## config.mk

```make
export PLATFORM = sky130hd
export DESIGN_NAME = olsr_regs
export DESIGN_NICKNAME = d
export VERILOG_FILES = /design/src/olsr_pkg.sv /design/src/olsr_mask.sv /design/src/olsr_regs.sv
export SDC_FILE = /design/constraint.sdc
export NUM_CORES = 1
export LEC_CHECK = 0
export ABC_AREA = 1
export ABC_CLOCK_PERIOD_IN_PS = 2000
export BUFFER_PORTS_ARGS = -buffer_cell sky130_fd_sc_hd__buf_2
export CAP_MARGIN = 20
export CORE_ASPECT_RATIO = 0.7
export CORE_MARGIN = 4
export CORE_UTILIZATION = 45
export DETAILED_ROUTE_END_ITERATION = 16
export GPL_TIMING_DRIVEN = 1
export PLACE_DENSITY_LB_ADDON = 0.08
export SYNTH_ARGS = -nofsm -noshare
export SYNTH_HDL_FRONTEND = slang
export SYNTH_SLANG_ARGS = --single-unit
```

## constraint.sdc

```tcl
create_clock -name sys_clk -period 2 [get_ports sys_clk]
set_input_delay 0.4 -clock sys_clk [delete_from_list [all_inputs] [get_ports sys_clk]]
set_output_delay 0.4 -clock sys_clk [all_outputs]
set_load 0.02 [all_outputs]
```

## src/olsr_pkg.sv

```systemverilog
// olsr_pkg: constants for the link control, topology capture and channel mask registers
// assumes a 32-bit register port with byte offsets and one 50 MHz clock
package olsr_pkg;
    localparam logic [7:0]  OLSR_CTRL_SET      = 8'h50;
    localparam logic [7:0]  OLSR_CTRL_CLR      = 8'h54;
    localparam logic [7:0]  OLSR_TOPO_BASE     = 8'h64;
    localparam logic [7:0]  OLSR_TOPO_COUNT    = 8'h68;
    localparam logic [7:0]  OLSR_UPPER_SET     = 8'h70;
    localparam logic [7:0]  OLSR_UPPER_CLR     = 8'h74;
    localparam logic [7:0]  OLSR_LOWER_SET     = 8'h78;
    localparam logic [7:0]  OLSR_LOWER_CLR     = 8'h7C;
    localparam int          OLSR_BIT_DEFER     = 18;
    localparam int          OLSR_BIT_LINK      = 17;
    localparam int          OLSR_BIT_REINIT    = 16;
    localparam int          OLSR_FAULT_BIT     = 31;
    localparam int          OLSR_EPOCH_LSB     = 16;
    localparam int          OLSR_QCOUNT_LSB    = 2;
    localparam int          OLSR_BASE_LSB      = 11;
    localparam logic [7:0]  OLSR_EPOCH_MAX     = 8'hFF;
    localparam logic [8:0]  OLSR_QCOUNT_MAX    = 9'h1FF;
    localparam logic [20:0] OLSR_BASE_RST      = 21'h000000;
    localparam logic [31:0] OLSR_MASK_RST      = 32'h00000000;
    localparam logic [31:0] OLSR_CTRL_RSVD     = 32'h0000FFFF;
    localparam logic [31:0] OLSR_COUNT_RSVD    = 32'h7F00F803;
    localparam logic [31:0] OLSR_BASE_RSVD     = 32'h000007FF;
    // reinit sequence length in cycles
    localparam logic [3:0]  OLSR_REINIT_CYCLES = 4'h8;
    typedef enum logic [1:0] {OLSR_IDLE, OLSR_CAPTURE} olsr_cap_t;
endpackage

```

## src/olsr_mask.sv

```systemverilog
// olsr_mask: one 32-bit set/clear channel mask
// assumes one-cycle strobes; set and clear never arrive together
`timescale 1ns/1ps
`default_nettype none
module olsr_mask
    import olsr_pkg::*;
(
    input  wire logic        sys_clk,
    input  wire logic        nrst,
    input  wire logic        flush,
    input  wire logic        set_stb,
    input  wire logic        clr_stb,
    input  wire logic [31:0] wdata,
    output logic      [31:0] mask_q
);
    logic [31:0] mask_d;

    always_comb begin
        mask_d = mask_q;
        if (set_stb) begin
            mask_d = mask_q | wdata;
        end else if (clr_stb) begin
            mask_d = mask_q & ~wdata;
        end
    end

    always_ff @(posedge sys_clk) begin
        if (!nrst || flush) begin
            mask_q <= OLSR_MASK_RST;
        end else begin
            mask_q <= mask_d;
        end
    end
endmodule // olsr_mask
`default_nettype wire

```

## src/olsr_regs.sv

```systemverilog
// olsr_regs: control, topology capture and iso channel mask register bank
// assumes a synchronous register port and link-side event pulses on sys_clk
//
// Decided for this implementation: the strobed register port.
`timescale 1ns/1ps
`default_nettype none
module olsr_regs
    import olsr_pkg::*;
(
    input  wire logic        sys_clk,
    input  wire logic        nrst,
    input  wire logic [7:0]  addr,
    input  wire logic [31:0] wdata,
    input  wire logic        wr_stb,
    input  wire logic        rd_stb,
    output logic      [31:0] rdata_q,
    input  wire logic        bus_reset_seen,
    input  wire logic        capture_start,
    input  wire logic        quadlet_written,
    input  wire logic        capture_done,
    input  wire logic        hw_error,
    input  wire logic        host_write_fail,
    input  wire logic        rx_pkt_valid,
    input  wire logic [5:0]  rx_channel,
    output logic             link_attached_q,
    output logic             rx_accept_q,
    output logic             tx_permit_q,
    output logic             deferred_write_gate_q,
    output logic             state_flush_q
);
    logic        link_q, link_d;
    logic        defer_d;
    logic [3:0]  reinit_cnt_q, reinit_cnt_d;
    logic        reinit_busy;
    logic [20:0] base_q, base_d;
    logic        fault_q, fault_d;
    logic        err_seen_q, err_seen_d;
    logic [7:0]  epoch_q, epoch_d;
    logic [8:0]  qcount_q, qcount_d;
    olsr_cap_t   cap_q, cap_d;
    logic [31:0] upper_mask, lower_mask;
    logic        flush;
    logic        wr_ctrl_set, wr_ctrl_clr;
    logic [31:0] ctrl_view, count_view, rdata_d;
    logic        accept_d, flush_d;

    assign reinit_busy = (reinit_cnt_q != 4'h0);
    assign flush       = reinit_busy;
    assign wr_ctrl_set = wr_stb && (addr == OLSR_CTRL_SET);
    assign wr_ctrl_clr = wr_stb && (addr == OLSR_CTRL_CLR);

    // control bits and reinit sequencer
    always_comb begin
        link_d       = link_q;
        defer_d      = deferred_write_gate_q;
        reinit_cnt_d = reinit_cnt_q;
        if (reinit_busy) begin
            reinit_cnt_d = reinit_cnt_q - 4'h1;
            link_d       = 1'b0;
            defer_d      = 1'b0;
        end else if (wr_ctrl_set) begin
            if (wdata[OLSR_BIT_REINIT]) begin
                reinit_cnt_d = OLSR_REINIT_CYCLES;
                link_d       = 1'b0;
                defer_d      = 1'b0;
            end else begin
                if (wdata[OLSR_BIT_LINK]) link_d = 1'b1;
                // software keeps this change to link-detached time
                if (wdata[OLSR_BIT_DEFER]) defer_d = 1'b1;
            end
        end else if (wr_ctrl_clr) begin
            if (wdata[OLSR_BIT_LINK]) link_d = 1'b0;
            if (wdata[OLSR_BIT_DEFER]) defer_d = 1'b0;
        end
    end

    always_ff @(posedge sys_clk) begin
        if (!nrst) begin
            link_q                <= 1'b0;
            deferred_write_gate_q <= 1'b0;
            reinit_cnt_q          <= 4'h0;
        end else begin
            link_q                <= link_d;
            deferred_write_gate_q <= defer_d;
            reinit_cnt_q          <= reinit_cnt_d;
        end
    end

    // topology capture status
    always_comb begin
        base_d     = base_q;
        fault_d    = fault_q;
        err_seen_d = err_seen_q;
        epoch_d    = epoch_q;
        qcount_d   = qcount_q;
        cap_d      = cap_q;
        if (wr_stb && addr == OLSR_TOPO_BASE) begin
            base_d = wdata[31:OLSR_BASE_LSB];
        end
        if (link_q) begin
            if (bus_reset_seen) begin
                epoch_d = (epoch_q == OLSR_EPOCH_MAX) ? 8'h00 : epoch_q + 8'h01;
            end
            case (cap_q)
                OLSR_IDLE: begin
                    if (capture_start) begin
                        qcount_d   = 9'h000;
                        err_seen_d = hw_error || host_write_fail;
                        cap_d      = OLSR_CAPTURE;
                    end
                end
                OLSR_CAPTURE: begin
                    if (quadlet_written && qcount_q != OLSR_QCOUNT_MAX) begin
                        qcount_d = qcount_q + 9'h001;
                    end
                    if (hw_error || host_write_fail) begin
                        err_seen_d = 1'b1;
                        fault_d    = 1'b1;
                    end
                    if (capture_done) begin
                        fault_d = err_seen_d;
                        cap_d   = OLSR_IDLE;
                    end
                end
                default: cap_d = OLSR_IDLE;
            endcase
        end else begin
            cap_d = OLSR_IDLE;
        end
    end

    always_ff @(posedge sys_clk) begin
        if (!nrst || flush) begin
            base_q     <= OLSR_BASE_RST;
            fault_q    <= 1'b0;
            err_seen_q <= 1'b0;
            epoch_q    <= 8'h00;
            qcount_q   <= 9'h000;
            cap_q      <= OLSR_IDLE;
        end else begin
            base_q     <= base_d;
            fault_q    <= fault_d;
            err_seen_q <= err_seen_d;
            epoch_q    <= epoch_d;
            qcount_q   <= qcount_d;
            cap_q      <= cap_d;
        end
    end

    olsr_mask u_upper (
        .sys_clk (sys_clk),
        .nrst    (nrst),
        .flush   (flush),
        .set_stb (wr_stb && addr == OLSR_UPPER_SET),
        .clr_stb (wr_stb && addr == OLSR_UPPER_CLR),
        .wdata   (wdata),
        .mask_q  (upper_mask)
    );

    olsr_mask u_lower (
        .sys_clk (sys_clk),
        .nrst    (nrst),
        .flush   (flush),
        .set_stb (wr_stb && addr == OLSR_LOWER_SET),
        .clr_stb (wr_stb && addr == OLSR_LOWER_CLR),
        .wdata   (wdata),
        .mask_q  (lower_mask)
    );

    // read mux and link-facing outputs
    always_comb begin
        ctrl_view  = 32'h00000000;
        ctrl_view[OLSR_BIT_DEFER]  = deferred_write_gate_q;
        ctrl_view[OLSR_BIT_LINK]   = link_q;
        ctrl_view[OLSR_BIT_REINIT] = reinit_busy;
        count_view = 32'h00000000;
        count_view[OLSR_FAULT_BIT] = fault_q;
        count_view[OLSR_EPOCH_LSB +: 8]  = epoch_q;
        count_view[OLSR_QCOUNT_LSB +: 9] = qcount_q;
        rdata_d = 32'h00000000;
        if (rd_stb) begin
            case (addr)
                OLSR_CTRL_SET, OLSR_CTRL_CLR: rdata_d = ctrl_view;
                OLSR_TOPO_BASE:  rdata_d = {base_q, 11'h000};
                OLSR_TOPO_COUNT: rdata_d = count_view;
                OLSR_UPPER_SET, OLSR_UPPER_CLR: rdata_d = upper_mask;
                OLSR_LOWER_SET, OLSR_LOWER_CLR: rdata_d = lower_mask;
                default: rdata_d = 32'h00000000;
            endcase
        end
        accept_d = 1'b0;
        if (link_q && link_d && rx_pkt_valid) begin
            accept_d = rx_channel[5] ? upper_mask[rx_channel[4:0]]
                                     : lower_mask[rx_channel[4:0]];
        end
        flush_d = (reinit_cnt_d != 4'h0);
    end

    always_ff @(posedge sys_clk) begin
        if (!nrst) begin
            rdata_q         <= 32'h00000000;
            link_attached_q <= 1'b0;
            rx_accept_q     <= 1'b0;
            tx_permit_q     <= 1'b0;
            state_flush_q   <= 1'b0;
        end else begin
            rdata_q         <= rdata_d;
            link_attached_q <= link_d;
            rx_accept_q     <= accept_d;
            tx_permit_q     <= link_d;
            state_flush_q   <= flush_d;
        end
    end

    // reinit sequence checks
    a_reinit_self_clear: assert property (@(posedge sys_clk) disable iff (!nrst)
        wr_ctrl_set && wdata[OLSR_BIT_REINIT] && !reinit_busy
        |=> reinit_busy [*8] ##1 !reinit_busy)
        else $error("reinit length wrong");

    a_reinit_reads_one: assert property (@(posedge sys_clk) disable iff (!nrst)
        reinit_busy && rd_stb && addr == OLSR_CTRL_SET
        |=> rdata_q[OLSR_BIT_REINIT])
        else $error("reinit bit not shown");

    a_link_reinit_clear: assert property (@(posedge sys_clk) disable iff (!nrst)
        reinit_busy
        |=> !link_q && !deferred_write_gate_q)
        else $error("control bits survived reinit");

    a_reinit_masks_clear: assert property (@(posedge sys_clk) disable iff (!nrst)
        reinit_busy
        |=> upper_mask == OLSR_MASK_RST && lower_mask == OLSR_MASK_RST)
        else $error("masks survived reinit");

    a_reinit_base_clear: assert property (@(posedge sys_clk) disable iff (!nrst)
        reinit_busy
        |=> base_q == OLSR_BASE_RST)
        else $error("base survived reinit");

    a_reinit_count_clear: assert property (@(posedge sys_clk) disable iff (!nrst)
        reinit_busy
        |=> epoch_q == 8'h00 && qcount_q == 9'h000 && !fault_q)
        else $error("count survived reinit");

    // detached link checks
    a_detached_no_rx: assert property (@(posedge sys_clk) disable iff (!nrst)
        !link_q
        |=> !rx_accept_q)
        else $error("rx while detached");

    a_detached_no_tx: assert property (@(posedge sys_clk) disable iff (!nrst)
        !link_q && !wr_ctrl_set
        |=> !tx_permit_q && !link_attached_q)
        else $error("tx while detached");

    a_detached_no_capture: assert property (@(posedge sys_clk) disable iff (!nrst)
        !link_q
        |=> cap_q == OLSR_IDLE)
        else $error("capture while detached");

    a_detached_epoch_hold: assert property (@(posedge sys_clk) disable iff (!nrst)
        !link_q && !flush
        |=> epoch_q == $past(epoch_q))
        else $error("epoch moved while detached");

    // topology capture checks
    a_epoch_wrap: assert property (@(posedge sys_clk) disable iff (!nrst)
        link_q && bus_reset_seen && !flush
        |=> epoch_q == 8'($past(epoch_q) + 8'h01))
        else $error("epoch step wrong");

    a_epoch_rollover: assert property (@(posedge sys_clk) disable iff (!nrst)
        link_q && bus_reset_seen && !flush && epoch_q == OLSR_EPOCH_MAX
        |=> epoch_q == 8'h00)
        else $error("epoch did not wrap");

    a_qcount_start: assert property (@(posedge sys_clk) disable iff (!nrst)
        link_q && !flush && cap_q == OLSR_IDLE && capture_start
        |=> qcount_q == 9'h000)
        else $error("quadlet count not cleared");

    a_qcount_step: assert property (@(posedge sys_clk) disable iff (!nrst)
        link_q && !flush && cap_q == OLSR_CAPTURE && quadlet_written && qcount_q != OLSR_QCOUNT_MAX
        |=> qcount_q == 9'($past(qcount_q) + 9'h001))
        else $error("quadlet count step wrong");

    a_fault_on_error: assert property (@(posedge sys_clk) disable iff (!nrst)
        link_q && !flush && cap_q == OLSR_CAPTURE && (hw_error || host_write_fail)
        |=> fault_q)
        else $error("fault not set");

    a_fault_kept_done: assert property (@(posedge sys_clk) disable iff (!nrst)
        link_q && !flush && cap_q == OLSR_CAPTURE && capture_done && err_seen_q
        |=> fault_q)
        else $error("fault lost at capture end");

    a_fault_clean_clear: assert property (@(posedge sys_clk) disable iff (!nrst)
        link_q && !flush && cap_q == OLSR_CAPTURE && capture_done && !err_seen_q
        && !hw_error && !host_write_fail |=> !fault_q)
        else $error("fault not cleared");

    // register read and write checks
    a_count_reserved: assert property (@(posedge sys_clk) disable iff (!nrst)
        rd_stb && addr == OLSR_TOPO_COUNT
        |=> (rdata_q & OLSR_COUNT_RSVD) == 32'h00000000)
        else $error("count reserved bits set");

    a_ctrl_reserved: assert property (@(posedge sys_clk) disable iff (!nrst)
        rd_stb && (addr == OLSR_CTRL_SET || addr == OLSR_CTRL_CLR)
        |=> (rdata_q & OLSR_CTRL_RSVD) == 32'h00000000)
        else $error("control low bits set");

    a_base_write: assert property (@(posedge sys_clk) disable iff (!nrst)
        wr_stb && addr == OLSR_TOPO_BASE && !flush
        |=> base_q == $past(wdata[31:OLSR_BASE_LSB]))
        else $error("base not written");

    a_base_aligned: assert property (@(posedge sys_clk) disable iff (!nrst)
        rd_stb && addr == OLSR_TOPO_BASE
        |=> (rdata_q & OLSR_BASE_RSVD) == 32'h00000000)
        else $error("base not aligned");

    a_mask_readback: assert property (@(posedge sys_clk) disable iff (!nrst)
        rd_stb && addr == OLSR_UPPER_CLR
        |=> rdata_q == $past(upper_mask))
        else $error("upper mask readback");

    // channel mask checks
    a_upper_accept: assert property (@(posedge sys_clk) disable iff (!nrst)
        link_q && rx_pkt_valid && rx_channel[5] && !wr_ctrl_set && !wr_ctrl_clr
        |=> rx_accept_q == $past(upper_mask[rx_channel[4:0]]))
        else $error("upper channel accept wrong");

    a_lower_accept: assert property (@(posedge sys_clk) disable iff (!nrst)
        link_q && rx_pkt_valid && !rx_channel[5] && !wr_ctrl_set && !wr_ctrl_clr
        |=> rx_accept_q == $past(lower_mask[rx_channel[4:0]]))
        else $error("lower channel accept wrong");

    a_set_bits: assert property (@(posedge sys_clk) disable iff (!nrst)
        wr_stb && addr == OLSR_UPPER_SET && !flush
        |=> (upper_mask & $past(wdata)) == $past(wdata))
        else $error("set write missed bits");

    a_clear_bits: assert property (@(posedge sys_clk) disable iff (!nrst)
        wr_stb && addr == OLSR_UPPER_CLR && !flush
        |=> (upper_mask & $past(wdata)) == 32'h00000000)
        else $error("clear write missed bits");

    a_zero_write_keep: assert property (@(posedge sys_clk) disable iff (!nrst)
        wr_stb && addr == OLSR_LOWER_CLR && wdata == 32'h00000000 && !flush
        |=> lower_mask == $past(lower_mask))
        else $error("zero write changed mask");
endmodule // olsr_regs
`default_nettype wire

```

==> out/results.ini <==
[logic_synthesis]
synth-xor-area-share_pct = 0.262
synth_top_family_by_area = simple AND/OR/NAND/NOR gates
syn-num-nets = 1030
yosys_warnings = 0
ys_types = 33
yosysTopAreaCellShare_pct = 43.4
synthAdderAreaFrac_pct = 0.749
syn_avg_cell_area_um2 = 6.90
synthTopCellsByArea = dfxtp_1 43%, nand2_1 13%, inv_1 7.3%
synth-seq-cells = 145
synthSimpleGateAreaFrac_pct = 25.8
yosysSeqAreaShare_pct = 43.4
muxShareOfSynthArea_pct = 0
yosysTopAreaCell = dfxtp_1
netlist_area_um2 = 6690
synth_compound_area_share_pct = 18.9
synth_cells = 969

[job]
drv_cap = 0

[worst_setup_path]
critical_path.cell_chain = ha_4 -> nand3_4 -> nor4_4 -> ha_2 -> nor2_2 -> nand2_1 -> nand2_2 -> buf_4 -> nand3_2 -> o21bai_1 -> o21ai_0 -> nor2_1
critPathKind = flop to flop
worstSetupEndpointType = flop
crit_family = simple AND/OR/NAND/NOR gates
worstSetupStartpointType = flop
crit_required_ns = 2.31
cpPeakStageDelay_ns = 0.38
critPathMaxFanout = 6
cp.buffers_inverters = 1
slowest_stage = dfxtp_4
worstPathArrival_ns = 2.21

[grt]
antenna_found_initial = 0
grt_max_degree = 53
grt_pass1_vias = 6011
grt_pass1_wl_mm = 33.3
grt_usage_pct = 25.4
grt_overflow_total = 0

[place]
preCtsSetupSlack_ns = -0.0453
gp_congestion = 0.875
dp.cells = 1249
port_buffers = 93
dp_hpwl_mm = 15.1
placed_area_um2 = 7580

[finish]
syn_to_final_growth_pct = 24.0
num_antenna_cells = 0
instances_no_fill = 1281
multiInputGateArea_um2 = 3120
final_cell_mix = 227 x nand2_1, 143 x dfxtp_1, 129 x inv_1, 93 x buf_2, 91 x nor2_1
drive_gt1_share_pct = 17.8
layout_commonest_cell = nand2_1
stdcell_area_um2 = 8290
seq_area_um2 = 2910
fillers = 1405
utilization_pct = 58.2
finalNetCount = 1140

[detailed_routing]
drtIter0Drc = 584
routedWlPerCell_um = 16.6
viasPerCell = 5.21
detail-route-antenna-nets = 0
routed_wl_mm = 21.2
drc = 0
dr.pass1.iters = 5
vias = 6672

[clocking]
cts_tree = built
insertion_delay_ns = 0.43
clockBufferDepth = 2
clock_sinks = 145
numCtsBuffers = 17
clk_pin_slew_worst_paths_ns = 0.06
htreeDepth = 4
root_buffer = clkbuf_16

[timing]
fin_skew_ns = 0.0168
rsz0062_at_grt = true
fmax_mhz = 528
post-route-period-util_pct = 94.8
hold_viol = 0
slew_headroom_pct = 55.9
slew_violations = 0
period_needed_ns = 1.90
finalWorstSetupSlack_ns = 0.105
finalSetupViolations = 0
tightestPinTransition_ns = 0.661
finalSetupTns_ns = 0

[pwr]
p_per_area_nw_per_um2 = 917
ir_worst_vdd_mv = 0.498
p_leak_nw = 3.26

[worst_hold_path]
min_path_type = primary input to flop

[floorplanning]
start_util_pct = 47.0
die_x_um = 154
rows = 36
core_um2 = 14200
fp.dieH_um = 110
die_area_um2 = 16900
io_pins = 94

[run_status]
status = complete, no violations

==> power breakdown <==
part	internal [mW]	total (mW)	leakage, nW	switching (mW)
Clock	2.21	3.42	0.308	1.21
Sequential	2.94	2.96	1.17	0.0260
Combinational	0.358	1.22	1.78	0.859
==> stage by stage <==
stage / hold WS [ns] / total power, mW
finish: 0.159 / 7.61
global route: 0.165 / 7.91
CTS: 0.156 / 7.65
detailed placement: 0.439 / 4.23
global placement: 0.436 / 4.22
floorplan: 0.424 / 3.76
==> Yosys cell counts <==
| cell | number |
|---|---|
| nand2_1 | 229 |
| dfxtp_1 | 145 |
| inv_1 | 130 |
| nor2_1 | 94 |
| a21oi_1 | 86 |
| nand3_1 | 74 |
| o21ai_0 | 40 |
| a211oi_1 | 36 |
| o22ai_1 | 25 |
| clkbuf_1 | 23 |
| o21ai_1 | 14 |
| buf_2 | 10 |
| a31oi_1 | 8 |
| buf_1 | 8 |
| o221ai_1 | 7 |
| buf_4 | 6 |
| nand4_1 | 5 |
| nor3_1 | 5 |
| ha_1 | 4 |
| inv_2 | 4 |
| clkinv_1 | 2 |
| nor2_4 | 2 |
| xor2_1 | 2 |
| a211oi_2 | 1 |
| nand2_2 | 1 |
| nand3_2 | 1 |
| nor3_4 | 1 |
| nor3b_1 | 1 |
| nor4_1 | 1 |
| nor4_2 | 1 |
| o21bai_1 | 1 |
| o31ai_1 | 1 |
| or2_2 | 1 |
==> cell families (layout without fill, tap and decap cells) <==
logic type | after synthesis | count (layout)
compound gates | 219 | 219
buf+inv | 183 | 305
fa+ha+maj | 4 | 4
simple gates | 416 | 416
xor+xnor | 2 | 2
flops | 145 | 145
==> metal layers <==
layer | up-vias | GRT usage [%] | wire [um]
li1 | 3397 | - | -
met1 | 3008 | 37.8 | 10500
met2 | 248 | 37.7 | 8830
met3 | 19 | 5.62 | 1710
met4 | 0 | 5.61 | 201
met5 | - | 0 | 0
==> timing repair <==
item                       4_1_cts  5_1_grt
cloned                           0        0
resized for setup                3       14
setup buffers                    1        0
pin swaps                        1        8
hold buffers                     0        0
setup endpoints to repair        3       35
==> worst register-to-register path, delay by kind of cell, from the launching register on <==
family	cells	cell delay (ns)
AO/OA/AOI/OAI	2	0.18
buffers and inverters	1	0.16
adder cells (fa/ha/maj)	2	0.39
flip-flops	1	0.38
AND/OR/NAND/NOR	7	0.70
==> area by class of cell <==
type	instances	share of cell area [%]
clock inverter	9	1.86
inverter	136	6.20
sequential	145	35.1
multi-input combinational	641	37.7
timing repair buffer	138	10.4
clock buffer	22	5.84
tap	190	2.87
==> final timing paths <==
path / from / end / slack [ns] / cells after the start
worst max-delay path: qcount_q[0] / qcount_q[4] / 0.10 / 12
worst min-delay path: capture_done / cap_q[0] / 0.16 / 2
worst max register to register: qcount_q[0] / qcount_q[4] / 0.10 / 12
worst min register to register: base_q[11] / base_q[11] / 0.44 / 2
Note: power is estimated with default switching activity, not from simulation.
